--- config.mk ---
export PLATFORM = sky130hd
export DESIGN_NAME = asd_decoder
export DESIGN_NICKNAME = d
export VERILOG_FILES = /design/src/rtl/asd_pkg.sv /design/src/rtl/asd_decoder.sv
export SDC_FILE = /design/constraint.sdc
export NUM_CORES = 1
export LEC_CHECK = 0
export BUFFER_PORTS_ARGS = -buffer_cell sky130_fd_sc_hd__buf_2
export CORE_ASPECT_RATIO = 2
export CORE_MARGIN = 2
export CORE_UTILIZATION = 40
export DETAILED_ROUTE_END_ITERATION = 8
export PLACE_DENSITY = 0.75
export REMOVE_ABC_BUFFERS = 1
export SKIP_LAST_GASP = 1
export SYNTH_ARGS = -nofsm -noshare
export SYNTH_HDL_FRONTEND = slang
export SYNTH_SLANG_ARGS = --single-unit
--- constraint.sdc ---
create_clock -name mclk -period 3.1 [get_ports mclk]
set_input_delay 0.155 -clock mclk [delete_from_list [all_inputs] [get_ports mclk]]
set_output_delay 0.155 -clock mclk [all_outputs]
set_load 0.02 [all_outputs]
--- src/rtl/asd_pkg.sv ---
// address space decoder: shared types and address constants
package asd_pkg;

  // ------------------------------------------------------------------
  // access request
  // ------------------------------------------------------------------
  typedef enum logic [1:0] {
    SP_REG  = 2'h0,
    SP_PROG = 2'h1,
    SP_DATA = 2'h2
  } asd_space_type;

  typedef enum logic [1:0] {
    AK_FETCH                       = 2'h0,
    AK_CONSTANT_LOAD               = 2'h1,
    AK_CONSTANT_LOAD_AUTOINCREMENT = 2'h2,
    AK_DEBUG                       = 2'h3
  } asd_kind_type;

  typedef struct packed {
    logic          valid;
    asd_space_type space;
    asd_kind_type  kind;
    logic          write;
    logic [15:0]   addr;
    logic [7:0]    wdata;
  } asd_req_type;

  // ------------------------------------------------------------------
  // read source and program region codes
  // ------------------------------------------------------------------
  typedef enum logic [3:0] {
    SRC_NONE   = 4'h0,
    SRC_RAM    = 4'h1,
    SRC_TMR    = 4'h2,
    SRC_PWM    = 4'h3,
    SRC_PERIPH = 4'h4,
    SRC_FLASH  = 4'h5,
    SRC_INFO   = 4'h6,
    SRC_FILL   = 4'h7,
    SRC_UNDEF  = 4'h8
  } asd_src_type;

  typedef enum logic [2:0] {
    PR_NONE       = 3'h0,
    PR_OPTION     = 3'h1,
    PR_RESET_VEC  = 3'h2,
    PR_EXCEPT_VEC = 3'h3,
    PR_INT_VEC    = 3'h4,
    PR_CODE       = 3'h5,
    PR_BEYOND     = 3'h6
  } asd_region_type;

  // ------------------------------------------------------------------
  // register file map
  // ------------------------------------------------------------------
  localparam logic [11:0] RF_RAM_LAST   = 12'h1FF;
  localparam logic [11:0] RF_CTRL_FIRST = 12'hF00;
  localparam logic [11:0] RF_TMR_LAST   = 12'hF09;
  localparam logic [11:0] RF_PWM_A_FST  = 12'hF20;
  localparam logic [11:0] RF_PWM_A_LST  = 12'hF29;
  localparam logic [11:0] RF_PWM_B_FST  = 12'hF2C;
  localparam logic [11:0] RF_PWM_B_LST  = 12'hF3B;
  localparam logic [11:0] RF_PERIPH_FST = 12'hF40;

  // ------------------------------------------------------------------
  // program memory map and information area
  // ------------------------------------------------------------------
  localparam logic [15:0] PM_OPTION_LAST = 16'h0001;
  localparam logic [15:0] PM_RESET_LAST  = 16'h0003;
  localparam logic [15:0] PM_EXCEPT_LAST = 16'h0007;
  localparam logic [15:0] PM_INT_LAST    = 16'h003F;
  localparam logic [15:0] PM_CODE_LAST   = 16'h3FFF;
  localparam logic [15:0] INFO_BASE      = 16'hFE00;
  localparam logic [8:0]  PN_FIRST       = 9'h040;
  localparam logic [8:0]  PN_LAST        = 9'h05F;
  localparam int          PN_CHARS       = 20;
  localparam int          PN_BYTES       = 32;
  localparam int          INFO_EN_BIT    = 7;
  localparam logic [7:0]  FLASH_FILL     = 8'hFF;
  localparam logic [7:0]  UNDEF_DATA     = 8'h00;

  typedef struct packed {
    logic           ram_sel;
    logic           tmr_sel;
    logic           pwm_sel;
    logic           periph_sel;
    logic           flash_sel;
    logic           wr_en;
    logic [11:0]    rf_addr;
    logic [15:0]    pm_addr;
    logic [7:0]     wdata;
    asd_src_type    src;
    logic [7:0]     info_byte;
    asd_region_type region;
    logic           rd_valid;
    logic [7:0]     rdata;
  } asd_state_type;

endpackage

--- src/rtl/asd_decoder.sv ---
// address space decoder: target selection, fill values, information overlay
//
// Contract
// - top 256 bytes F00h-FFFh decode as control registers, apart from RAM
// - 512 bytes of RAM start at 000h; contents after reset undefined
// - reads of reserved control addresses return an undefined value
// - addresses 200h-EFFh read undefined, writes change nothing
// - flash up to 16 KB; reads beyond implemented flash return FFh
// - writes to unimplemented program addresses are ignored
// - option, reset, exception, interrupt vectors, then code, at fixed ranges
// - the 64 KB data space has no target at all
// - information area reachable only while page-select bit 7 is 1
// - enabled overlay: constant loads at FE00h-FFFFh read information bytes
// - enabled overlay: debugger reads there also read information bytes
// - instruction fetches there always read program memory
// - information area is read only; writes leave it unchanged
// - part number string at FE40h-FE5Fh, zero padded; rest reserved
// - F00-F09 select timer 0 group; F0A-F1F reserved
// - F20-F29 and F2C-F3B select modulator group; F2A, F2B, F3C-F3F reserved
`timescale 1ns/1ps

module asd_decoder
  import asd_pkg::*;
#(
  parameter int          FLASH_BYTES = 16384,
  // arbitrary sample part number, 20 characters
  parameter logic [159:0] PART_NUMBER = "DECODER-SAMPLE-0001A"
)(
  // clock and reset
  input  wire logic           mclk,
  input  wire logic           arst_n,
  // access from core or debugger
  input  wire asd_req_type    req,
  input  wire logic [7:0]     info_page_sel,
  // read data from targets, valid while their select is high
  input  wire logic [7:0]     ram_rdata,
  input  wire logic [7:0]     tmr_rdata,
  input  wire logic [7:0]     pwm_rdata,
  input  wire logic [7:0]     periph_rdata,
  input  wire logic [7:0]     flash_rdata,
  // target selects and shared address/data
  output asd_state_type       st_unused_n,
  output logic                ram_sel,
  output logic                tmr_sel,
  output logic                pwm_sel,
  output logic                periph_sel,
  output logic                flash_sel,
  output logic                wr_en,
  output logic [11:0]         rf_addr,
  output logic [15:0]         pm_addr,
  output logic [7:0]          wdata,
  output asd_region_type      region,
  // read answer
  output logic                rd_valid,
  output logic [7:0]          rdata
);

  // ------------------------------------------------------------------
  // elaboration checks
  // ------------------------------------------------------------------
  localparam int PN_BITS = PN_CHARS * 8;

  if (FLASH_BYTES < 64 || FLASH_BYTES > 16384 || (FLASH_BYTES & (FLASH_BYTES - 1)) != 0)
  begin : g_bad_flash
    $error("FLASH_BYTES must be a power of two from 64 to 16384");
  end

  localparam logic [16:0] FLASH_LIMIT = 17'(FLASH_BYTES);

  // ------------------------------------------------------------------
  // part number table
  // ------------------------------------------------------------------
  logic [7:0] pn_rom [PN_BYTES];

  for (genvar i = 0; i < PN_BYTES; i++)
  begin : g_pn
    if (i < PN_CHARS)
    begin : g_chr
      assign pn_rom[i] = PART_NUMBER[PN_BITS - 1 - 8 * i -: 8];
    end
    else
    begin : g_pad
      assign pn_rom[i] = 8'h00;
    end
  end

  // ------------------------------------------------------------------
  // request decode
  // ------------------------------------------------------------------
  asd_state_type st_q;
  asd_state_type st_d;
  logic [11:0]   ra;
  logic [15:0]   pa;
  logic          is_reg;
  logic          is_prog;
  logic          info_on;
  logic          overlay;
  logic [8:0]    info_off;

  assign ra       = req.addr[11:0];
  assign pa       = req.addr;
  assign is_reg   = req.valid && req.space == SP_REG;
  assign is_prog  = req.valid && req.space == SP_PROG;
  assign info_on  = info_page_sel[INFO_EN_BIT];
  assign info_off = pa[8:0];
  // fetches never see the overlay, only data reads do
  assign overlay  = info_on && pa >= INFO_BASE && req.kind != AK_FETCH;

  always_comb
  begin
    st_d            = st_q;
    st_d.ram_sel    = 1'b0;
    st_d.tmr_sel    = 1'b0;
    st_d.pwm_sel    = 1'b0;
    st_d.periph_sel = 1'b0;
    st_d.flash_sel  = 1'b0;
    st_d.wr_en      = 1'b0;
    st_d.src        = SRC_NONE;
    st_d.rd_valid   = 1'b0;

    // answer for the read issued last cycle
    if (st_q.src != SRC_NONE)
    begin
      st_d.rd_valid = 1'b1;
      case (st_q.src)
        SRC_RAM:    st_d.rdata = ram_rdata;
        SRC_TMR:    st_d.rdata = tmr_rdata;
        SRC_PWM:    st_d.rdata = pwm_rdata;
        SRC_PERIPH: st_d.rdata = periph_rdata;
        SRC_FLASH:  st_d.rdata = flash_rdata;
        SRC_INFO:   st_d.rdata = st_q.info_byte;
        SRC_FILL:   st_d.rdata = FLASH_FILL;
        default:    st_d.rdata = UNDEF_DATA;
      endcase
    end

    if (req.valid)
    begin
      st_d.wr_en   = req.write;
      st_d.rf_addr = ra;
      st_d.pm_addr = pa;
      st_d.wdata   = req.wdata;
    end

    // only one branch of this chain can set a select
    if (is_reg)
    begin
      if (ra <= RF_RAM_LAST)
      begin
        st_d.ram_sel = 1'b1;
        st_d.src     = SRC_RAM;
      end
      else if (ra < RF_CTRL_FIRST)
        st_d.src = SRC_UNDEF;
      else if (ra <= RF_TMR_LAST)
      begin
        st_d.tmr_sel = 1'b1;
        st_d.src     = SRC_TMR;
      end
      else if ((ra >= RF_PWM_A_FST && ra <= RF_PWM_A_LST)
            || (ra >= RF_PWM_B_FST && ra <= RF_PWM_B_LST))
      begin
        st_d.pwm_sel = 1'b1;
        st_d.src     = SRC_PWM;
      end
      else if (ra >= RF_PERIPH_FST)
      begin
        st_d.periph_sel = 1'b1;
        st_d.src        = SRC_PERIPH;
      end
      else
        // reserved holes: no target, so a stray write has nowhere to land
        st_d.src = SRC_UNDEF;
    end
    else if (is_prog)
    begin
      if (overlay)
        st_d.src = SRC_INFO;
      else if ({1'b0, pa} < FLASH_LIMIT)
      begin
        st_d.flash_sel = 1'b1;
        st_d.src       = SRC_FLASH;
      end
      else
        st_d.src = SRC_FILL;
      if (info_off >= PN_FIRST && info_off <= PN_LAST)
        st_d.info_byte = pn_rom[5'(info_off - PN_FIRST)];
      else
        st_d.info_byte = UNDEF_DATA;
    end
    else if (req.valid)
      st_d.src = SRC_UNDEF;

    if (req.valid && req.write)
      st_d.src = SRC_NONE;

    if (is_prog)
    begin
      if (pa <= PM_OPTION_LAST)
        st_d.region = PR_OPTION;
      else if (pa <= PM_RESET_LAST)
        st_d.region = PR_RESET_VEC;
      else if (pa <= PM_EXCEPT_LAST)
        st_d.region = PR_EXCEPT_VEC;
      else if (pa <= PM_INT_LAST)
        st_d.region = PR_INT_VEC;
      else if (pa <= PM_CODE_LAST)
        st_d.region = PR_CODE;
      else
        st_d.region = PR_BEYOND;
    end
    else if (req.valid)
      st_d.region = PR_NONE;
  end

  always_ff @(posedge mclk or negedge arst_n)
  begin
    if (!arst_n)
      st_q <= '0;
    else
      st_q <= st_d;
  end

  // ------------------------------------------------------------------
  // outputs
  // ------------------------------------------------------------------
  assign st_unused_n = st_q;
  assign ram_sel     = st_q.ram_sel;
  assign tmr_sel     = st_q.tmr_sel;
  assign pwm_sel     = st_q.pwm_sel;
  assign periph_sel  = st_q.periph_sel;
  assign flash_sel   = st_q.flash_sel;
  assign wr_en       = st_q.wr_en;
  assign rf_addr     = st_q.rf_addr;
  assign pm_addr     = st_q.pm_addr;
  assign wdata       = st_q.wdata;
  assign region      = st_q.region;
  assign rd_valid    = st_q.rd_valid;
  assign rdata       = st_q.rdata;

  logic any_sel;
  assign any_sel = ram_sel | tmr_sel | pwm_sel | periph_sel | flash_sel;
endmodule

After elaboration in Yosys (flattened, before gate mapping)
Memory sizes are Yosys's and may differ from the RTL's.
Cells that the tools add are included.
{ "totals": {"in_bits": 80, "ram_bits": 0, "latch_bits": 0, "regBits": 66, "output_inout_bits": 120, "romBits": 256, "elab_cells": 95, "memories": 1} }
{ "memory_table": {"columns": ["memory", "words", "word_bits", "rd", "rd_clocked_by_memory_dff", "wr", "line_no", "text"], "rows": [
  ["(no name shown)", 32, 8, 1, 0, 0, "asd_decoder.sv:187", "st_d.info_byte = pn_rom[5'(info_off - PN_FIRST)];"]
]} }
{ "classes": {"bitwise": 2, "reduce_logical": 14, "shift": 0, "mul": 0, "muxes": 37, "div": 0, "magnitude_cmp": 18, "add_sub_neg": 1, "n_eq_ne": 8} }
{ "op_table": {"columns": ["operator", "n"], "rows": [
  ["8-bit one-hot mux with 7 select lines", 1],
  ["4-bit two-way mux", 10],
  ["37-bit two-way mux", 1],
  ["12-bit >= comparator (second input constant)", 3],
  ["12-bit <= comparator (second input constant)", 3],
  ["8-bit two-way mux", 3],
  ["3-bit two-way mux", 7],
  ["4-bit by 3-bit equality test with 1-bit output (second input constant)", 4],
  ["16-bit >= comparator (second input constant)", 1],
  ["16-bit by 1-bit <= comparator with 1-bit output (second input constant)", 1],
  ["16-bit by 14-bit <= comparator with 1-bit output (second input constant)", 1],
  ["16-bit by 2-bit <= comparator with 1-bit output (second input constant)", 1],
  ["16-bit by 3-bit <= comparator with 1-bit output (second input constant)", 1],
  ["16-bit by 6-bit <= comparator with 1-bit output (second input constant)", 1],
  ["16-bit by 15-bit less-than comparator with 1-bit output (second input constant)", 1],
  ["12-bit by 9-bit <= comparator with 1-bit output (second input constant)", 1],
  ["12-bit less-than comparator (second input constant)", 1],
  ["2-bit two-way mux", 5],
  ["9-bit by 7-bit >= comparator with 1-bit output (second input constant)", 1],
  ["9-bit by 7-bit <= comparator with 1-bit output (second input constant)", 1],
  ["1-bit two-way mux", 9],
  ["9-bit two-way mux", 1],
  ["4-bit by 2-bit equality test with 1-bit output (second input constant)", 2],
  ["1-bit logical AND", 8],
  ["11 further kinds", 12]
]} }

Logic depth before layout (Yosys ltp)
Gate-level depths: netlist (run 1).
{ "logic_depth": {"depth_word": 9, "ltp_mapped": 6, "mapped_depth_nobuf": 6} }

Worst setup path after synthesis (run 1)
Ideal clock, no wire load.
{ "synth_path": {"kind": "register to register", "start": "reg st_q, in the netlist st_unused_n[21]", "end": "reg st_q, in the netlist rdata[6]", "stages_incl_launch_ff": 7, "path_slack_ns": 1.481, "period_less_slack_ns": 1.619, "n_path_buf": 2, "t_required_ns": 2.970, "setup_time_ns": 0.130, "t_arrival_ns": 1.489, "path_cell_list": "dfrtp_1 -> buf_2 -> buf_2 -> mux2i_1 -> o22ai_1 -> a221oi_1 -> nor2_1"} }
{ "synth_via": {"elab_chain_len": 2, "elab_cells_between_ends": 9, "classes_between": "eq/ne (7); mux (1); reduce/logical (1)"} }
{ "synth_lines": {"columns": ["element", "line_no", "text"], "rows": [
  ["start, declared", "asd_decoder.sv:90", "asd_state_type st_q;"],
  ["start signal, assigned", "asd_decoder.sv:221", "st_q <= st_d;"],
  ["4-bit by 3-bit equality test with 1-bit output, or another cell as far along", "asd_decoder.sv:125", "case (st_q.src)"],
  ["8-bit one-hot mux with 7 select lines", "asd_decoder.sv:125", null]
]} }
Several ways; a longest one is shown, not always the timed one.
A chain may end at the register's enable or synchronous reset.

Worst setup path in the final report (run 1)
Ends and elaborated chain as after synthesis.

==> run_results.csv, run 1 <==
group,metric,value,unit
route,total_vias_in_the_final_route,2785,
sta,slew_viol_final,0,
min_path,timing.hold.worst.class,"in -> async",
cells_and_area,nets,529,
synth,synth_seq_cells,53,
sta,timing.setup.tns,0,ns
route,drt_pass1_iterations,5,
synth,seq_area_frac_synth,0.398,
clock_network,post-cts-setup-buffers,0,
placed_design,dp.cells,534,
sta,hold_violations,6,
clock_network,numClockSinks,53,
route,detailedRoute.firstIterationViolations,44,
synth,netlist_instances,325,
global_route,gr-usage-all-layers,0.176,
sta,minimum_setup_slack_in_the_final_design,1.22,ns
critical_path,worst-path-max-fanout,20,
sta,layout_worst_path_cycle_share,0.606,
global_route,vias_in_the_first_global_route,2678,
floorplan,floorplan.die.height,133,um
clock_network,cts_inserted_buffers,5,
route,remaining_drc_errors,0,
cells_and_area,utilization,0.493,
clock_network,cts-hold-fix-buffers,0,
sta,final_setup_skew,0.00329,ns
outcome,failing_checks,"negative hold slack",
clock_network,clk-insertion-delay-late,0.29,ns
synth,async_reset_ff_frac,1.00,
critical_path,worst_path_max_delay_cell,"sky130_fd_sc_hd__dfrtp_1",
cells_and_area,area.growth.synth_to_final,20.9,%
cells_and_area,final.fill_count,780,
critical_path,path_delay_family,"flip-flops",
cells_and_area,layout-drive-gt1-share,0.541,
synth,synth_edf_count,0,
floorplan,die_area,0.00911,mm^2
clock_network,cts_resized,0,
placed_design,placement.io_buffers,191,
cells_and_area,postLayoutCellArea,0.00403,mm^2
synth,synth.distinct_cells,52,
sta,setup-violations-final,0,
cells_and_area,diodes,0,
power_and_ir_drop,power,2.02,mW
critical_path,worstSetupPathType,"reg -> reg",
clock_network,cts.path.max_buffers,2,
clock_network,tritoncts_clock_tree,"done",
global_route,grt_first_pass_wirelength,12400,um
flow_run,drv_cap,0,
floorplan,num_rows,47,
floorplan,fp.coreArea,0.00817,mm^2
placed_design,place_worst_setup_slack,1.20,ns
critical_path,worstPathCellList,"nand2b_1 -> o22ai_1 -> a221oi_1 -> nor2_1",
synth,synth_area_leader_cell,"sky130_fd_sc_hd__dfrtp_1",
synth,synthesis.area,0.00333,mm^2
critical_path,crit_path_start_kind,"flip-flop",
power_and_ir_drop,power_density,503,mW/mm^2
clock_network,clk_root_buffer_cell,"sky130_fd_sc_hd__clkbuf_16",
cells_and_area,most_frequent_standard_cell_in_the_layout_excluding_fill_and_tap_cells,"sky130_fd_sc_hd__buf_2",
global_route,antenna_found_initial,0,
synth,synthTopCellsByArea,"sky130_fd_sc_hd__dfrtp_1 (40%), sky130_fd_sc_hd__buf_4 (15%), sky130_fd_sc_hd__mux2_2 (9.8%)",
global_route,grt_max_degree,42,
sta,fmaxAchievable,532,MHz
critical_path,timing.critical_path.slowest_cell_delay,0.87,ns
sta,worst_slew_margin_rel,0.390,
sta,post-route-min-period,1.88,ns
global_route,gr-total-overflow,0,
floorplan,initial_utilization,0.407,
route,wire_per_inst,14.8,um
placed_design,detailed_place.area,0.00385,mm^2
sta,fin_hold_ws,-0.00477,ns
power_and_ir_drop,total_leakage_power,2.04,nW
synth,synth.yosys.warnings,0,
critical_path,cp.buffers_inverters,0,
synth,mean_instance_size_in_the_synthesized_netlist,10.2,um^2
clock_network,clkTransAtPathRegs,0.07,ns
route,drt_wl_total,8020,um
floorplan,boundaryPins,200,
critical_path,critPathRequiredTime,3.27,ns
synth,ys.flop_type,"sky130_fd_sc_hd__dfrtp_1",
route,drt-vias-per-instance,5.14,
synth,synth_top_area_frac,0.398,
cells_and_area,final_cell_count_no_fill,542,
cells_and_area,mostFrequentLayoutCells,"sky130_fd_sc_hd__buf_2 (191), sky130_fd_sc_hd__dfrtp_1 (53), sky130_fd_sc_hd__mux2_2 (29)",
route,drtAntennaViolNets,0,
critical_path,critical_path.endpoint_type,"flip-flop",
outcome,run_status,"complete, but fails checks",
placed_design,placer_congestion_estimate,0.844,
sta,unrepaired_setup_endpoints_after_global_routing,"no",
power_and_ir_drop,vdd_drop_max,0.311,mV
placed_design,dp_hpwl,6400,um
clock_network,cts_htree_levels,2,
sta,max_slew.worst_pin.slew,0.915,ns
critical_path,worst_ep_arrival_time,2.05,ns
floorplan,die_w,68.5,um
==> path summary, 6_finish.rpt <==
check	start	to	slack, ns	depth (start not counted)
max	st_unused_n[21]	rdata[6]	1.22	4
min	arst_n	rdata[7]	-0.005	1
max reg2reg	st_unused_n[21]	rdata[6]	1.22	4
min reg2reg	st_unused_n[14]	st_unused_n[14]	0.51	2
max in group asynchronous	arst_n	rf_addr[4]	2.39	2
min in group mclk	req[18]	ram_sel	0.08	2
==> power by group <==
part | switching [mW] | total, mW | internal, mW
clock network | 0.243 | 0.647 | 0.404
logic | 0.350 | 0.572 | 0.222
registers | 0.0546 | 0.804 | 0.750
total | 0.648 | 2.02 | 1.38
==> cell usage after synthesis (5+ instances only) <==
cell type,number
sky130_fd_sc_hd__a21oi_1,16
sky130_fd_sc_hd__buf_2,8
sky130_fd_sc_hd__buf_4,67
sky130_fd_sc_hd__clkbuf_1,5
sky130_fd_sc_hd__dfrtp_1,53
sky130_fd_sc_hd__ha_1,6
sky130_fd_sc_hd__inv_1,8
sky130_fd_sc_hd__mux2_2,29
sky130_fd_sc_hd__mux2i_1,6
sky130_fd_sc_hd__mux4_2,6
sky130_fd_sc_hd__nand2_1,12
sky130_fd_sc_hd__nand2b_1,9
sky130_fd_sc_hd__nand3_1,6
sky130_fd_sc_hd__nor2_1,17
sky130_fd_sc_hd__nor3_1,7
sky130_fd_sc_hd__o21ai_0,16
sky130_fd_sc_hd__o221ai_1,5
==> layer usage <==
layer	up-vias	GRT usage	routed length [um]
li1	1312	-	-
met1	1329	0.172	2760
met2	127	0.329	4520
met3	17	0.0298	519
met4	0	0.0911	215
met5	-	0	0
==> flip-flops by register name (all words and copies together), names as in the netlist <==
name	flops
rd_valid	1
st_unused_n	11
pm_addr	5
wr_en	1
flash_sel	1
region	3
pwm_sel	1
wdata	8
ram_sel	1
tmr_sel	1
periph_sel	1
rdata	8
rf_addr	11
==> final cells by class <==
class,count,area [um^2],share of cell area
clock buffers,7,143,0.0354
clock inverters,1,30.0,0.00746
inverters,8,30.0,0.00746
flip-flops and latches,53,1330,0.329
repair buffers,193,971,0.241
well taps,98,123,0.0305
multi-input cells,182,1400,0.349
==> cells by family after synthesis <==
| kind of cell | count (synthesis) | share of synthesized area |
|---|---|---|
| compound gates | 60 | 0.119 |
| fa+ha+maj | 6 | 0.0225 |
| buf+inv | 90 | 0.180 |
| flops | 53 | 0.398 |
| mux | 41 | 0.157 |
| other cells | 1 | 0.00113 |
| simple gates | 74 | 0.122 |
Power figures use the tool's default switching activity.
==> run 2: changes to the inputs <==
- clock period: 3.1 -> 1.85 ns (I/O delays scaled with it)
==> run 2 against run 1 <==
  * The run now ends clean
  * Critical path depth fell by 2
  * Power rose by 64%
  * Count of clock-buffer cells in the layout did not move
  * Wire length rose by 1.8%
  * Design area rose by 2.0%
  * Die area did not move
  * Critical endpoint is now st_unused_n[21]
  * Final cell count rose by 1.7%
  * Sequential power rose by 67%
  * Global-route usage rose by 0.37 points
  * Via count rose by 1.7%
  * Utilization rose by 0.98 points
  * Highest routed layer unchanged
==> run_results.csv, run 2 (synthesis results as in run 1) <==
group,metric,value,unit
critical_path,worst-path-max-fanout,13,
critical_path,crit_path_start_kind,"flip-flop",
sta,max_slew.worst_pin.slew,0.653,ns
sta,worst_slew_margin_rel,0.565,
min_path,endpoint_of_the_worst_hold_timing_path,"ram_sel",
global_route,grt_max_degree,28,
power_and_ir_drop,power.clock.fraction,0.297,
cells_and_area,most_frequent_standard_cell_in_the_layout_excluding_fill_and_tap_cells,"sky130_fd_sc_hd__buf_2",
clock_network,clk-insertion-delay-late,0.29,ns
critical_path,critPathRequiredTime,1.76,ns
sta,fmaxAchievable,669,MHz
floorplan,die_area,0.00911,mm^2
route,detailedRoute.firstIterationViolations,67,
sta,minimum_setup_slack_in_the_final_design,0.355,ns
cells_and_area,nets,538,
min_path,timing.hold.worst.class,"in -> reg",
clock_network,cts_inserted_buffers,5,
cells_and_area,final_cell_count_no_fill,551,
sta,layout_worst_path_cycle_share,0.808,
clock_network,cts.path.max_buffers,2,
global_route,antenna_found_initial,0,
critical_path,worst-path-stages,2,
placed_design,dp.cells,542,
global_route,gr-usage-all-layers,0.180,
placed_design,dp_hpwl,6500,um
critical_path,timing.critical_path.slowest_cell_delay,0.67,ns
outcome,run_status,"finished clean",
floorplan,initial_utilization,0.407,
route,top_layer_used,"met4",
min_path,hold_path_depth,2,
power_and_ir_drop,power.share.switching,0.331,
sta,final_setup_skew,0.00587,ns
clock_network,cts_htree_levels,2,
floorplan,die_w,68.5,um
power_and_ir_drop,power.share.combinational,0.299,
placed_design,place_worst_setup_slack,0.210,ns
critical_path,worst_r2r_path_depth,4,
sta,hold_violations,0,
floorplan,num_rows,47,
clock_network,clk_root_buffer_cell,"sky130_fd_sc_hd__clkbuf_16",
critical_path,r2r-start,"st_unused_n[21]",
route,total_length_of_routed_met3_wires,468,um
route,drt-vias-per-instance,5.14,
critical_path,worstPathCellList,"buf_4 -> buf_2",
route,drtAntennaViolNets,0,
route,drt_wl_total,8160,um
route,remaining_drc_errors,0,
cells_and_area,mostFrequentLayoutCells,"sky130_fd_sc_hd__buf_2 (191), sky130_fd_sc_hd__dfrtp_1 (53), sky130_fd_sc_hd__mux2_2 (29)",
cells_and_area,multiInputGateArea,0.00140,mm^2
sta,fin_hold_ws,0.0220,ns
cells_and_area,utilization,0.502,
power_and_ir_drop,net-switching-power,1.10,mW
cells_and_area,area.growth.synth_to_final,23.3,%
cells_and_area,diodes,0,
min_path,min-delay-start,"req[17]",
sta,unrepaired_setup_endpoints_after_global_routing,"no",
placed_design,placer_congestion_estimate,0.875,
critical_path,worst_ep_arrival_time,1.40,ns
cells_and_area,final.fill_count,752,
flow_run,drv_cap,0,
sta,setup-violations-final,0,
power_and_ir_drop,cellInternalPower,2.22,mW
placed_design,placement.io_buffers,191,
critical_path,worstSetupPathType,"reg -> out",
global_route,gr-total-overflow,0,
route,drt-met1-wl,2900,um
placed_design,detailed_place.area,0.00394,mm^2
power_and_ir_drop,total_leakage_power,2.08,nW
global_route,vias_in_the_first_global_route,2675,
sta,timing.setup.tns,0,ns
global_route,grt_first_pass_wirelength,12500,um
power_and_ir_drop,power,3.31,mW
cells_and_area,layout-drive-gt1-share,0.550,
floorplan,fp.coreArea,0.00817,mm^2
clock_network,post-cts-setup-buffers,0,
cells_and_area,postLayoutCellArea,0.00411,mm^2
critical_path,path_delay_family,"flip-flops",
floorplan,boundaryPins,200,
power_and_ir_drop,vdd_drop_max,0.549,mV
route,drt_pass1_iterations,4,
critical_path,reg2reg_setup_slack,0.36,ns
clock_network,tritoncts_clock_tree,"done",
critical_path,critical_path.endpoint_type,"output pin",
sta,slew_viol_final,0,
power_and_ir_drop,power_density,807,mW/mm^2
floorplan,floorplan.die.height,133,um
clock_network,numClockSinks,53,
power_and_ir_drop,seq_power_share,0.403,
clock_network,clkTransAtPathRegs,0.07,ns
critical_path,worst_path_max_delay_cell,"sky130_fd_sc_hd__dfrtp_1",
cells_and_area,register_area,0.00133,mm^2
sta,post-route-min-period,1.49,ns
route,met2_wirelength,4500,um
route,total_vias_in_the_final_route,2831,
critical_path,reg2reg_to,"rdata[6]",
critical_path,cp.buffers_inverters,2,
route,wire_per_inst,14.8,um
==> run 2: cell count changes in the layout (fill, tap and decap cells not counted) <==
cell / delta
sky130_fd_sc_hd__clkinv_2: +1
sky130_fd_sc_hd__clkbuf_8: +1
sky130_fd_sc_hd__clkbuf_1: -1
sky130_fd_sc_hd__buf_12: +2
sky130_fd_sc_hd__dlygate4sd3_1: +1
sky130_fd_sc_hd__buf_4: +6
sky130_fd_sc_hd__bufinv_16: -1
==> run 2: layout make-up <==
| cell class | instances | share of cell area |
|---|---|---|
| sequential | 53 | 0.323 |
| tap | 98 | 0.0299 |
| clock inverter | 1 | 0.00122 |
| timing repair buffer | 202 | 0.260 |
| multi-input combinational | 182 | 0.342 |
| inverter | 8 | 0.00731 |
| clock buffer | 7 | 0.0372 |
==> run 2: worst max path at each step <==
| stage | startpoint | end | slack (ns) |
|---|---|---|---|
| after global placement | req[8] | st_unused_n[23] | 0.23 |
| after floorplan | st_unused_n[20] | rdata[7] | 0.13 |
| after detailed placement | req[8] | st_unused_n[23] | 0.21 |
| after CTS | st_unused_n[21] | st_unused_n[21] | 0.33 |
| final | st_unused_n[21] | st_unused_n[21] | 0.36 |
| after global routing | st_unused_n[21] | rdata[6] | 0.25 |
==> run 2: repair_timing <==
| item | in CTS | in global routing |
|---|---|---|
| gates resized for setup | 0 | 0 |
| endpoints found under the hold margin | 26 | 0 |
| hold buffers | 1 | 0 |
| endpoints found under the setup margin | 0 | 0 |
==> run 2: worst register-to-register path: cells and delay by family (launching register included) <==
family             cells  cell delay [ns]
DFF                    1             0.67
muxes                  1             0.24
and+or+nand+nor        1             0.07
AOI/OAI and AO/OA      2             0.38
==> run 2: power groups by stage <==
stage | logic (mW) | clock network (mW) | registers, mW
2_1_floorplan | 0.224 | 0 | 1.68
3_3_place_gp | 0.987 | 0 | 1.35
3_5_place_dp | 0.998 | 0 | 1.36
4_1_cts | 1.00 | 1.02 | 1.34
5_1_grt | 1.07 | 1.06 | 1.36
6_report | 0.991 | 0.986 | 1.34
==> run 2: per-layer routing <==
layer  up-vias  global-route usage
met4         0              0.0922
li1       1337                   -
met2       129               0.327
met5         -                   0
met1      1341               0.188
met3        24              0.0247
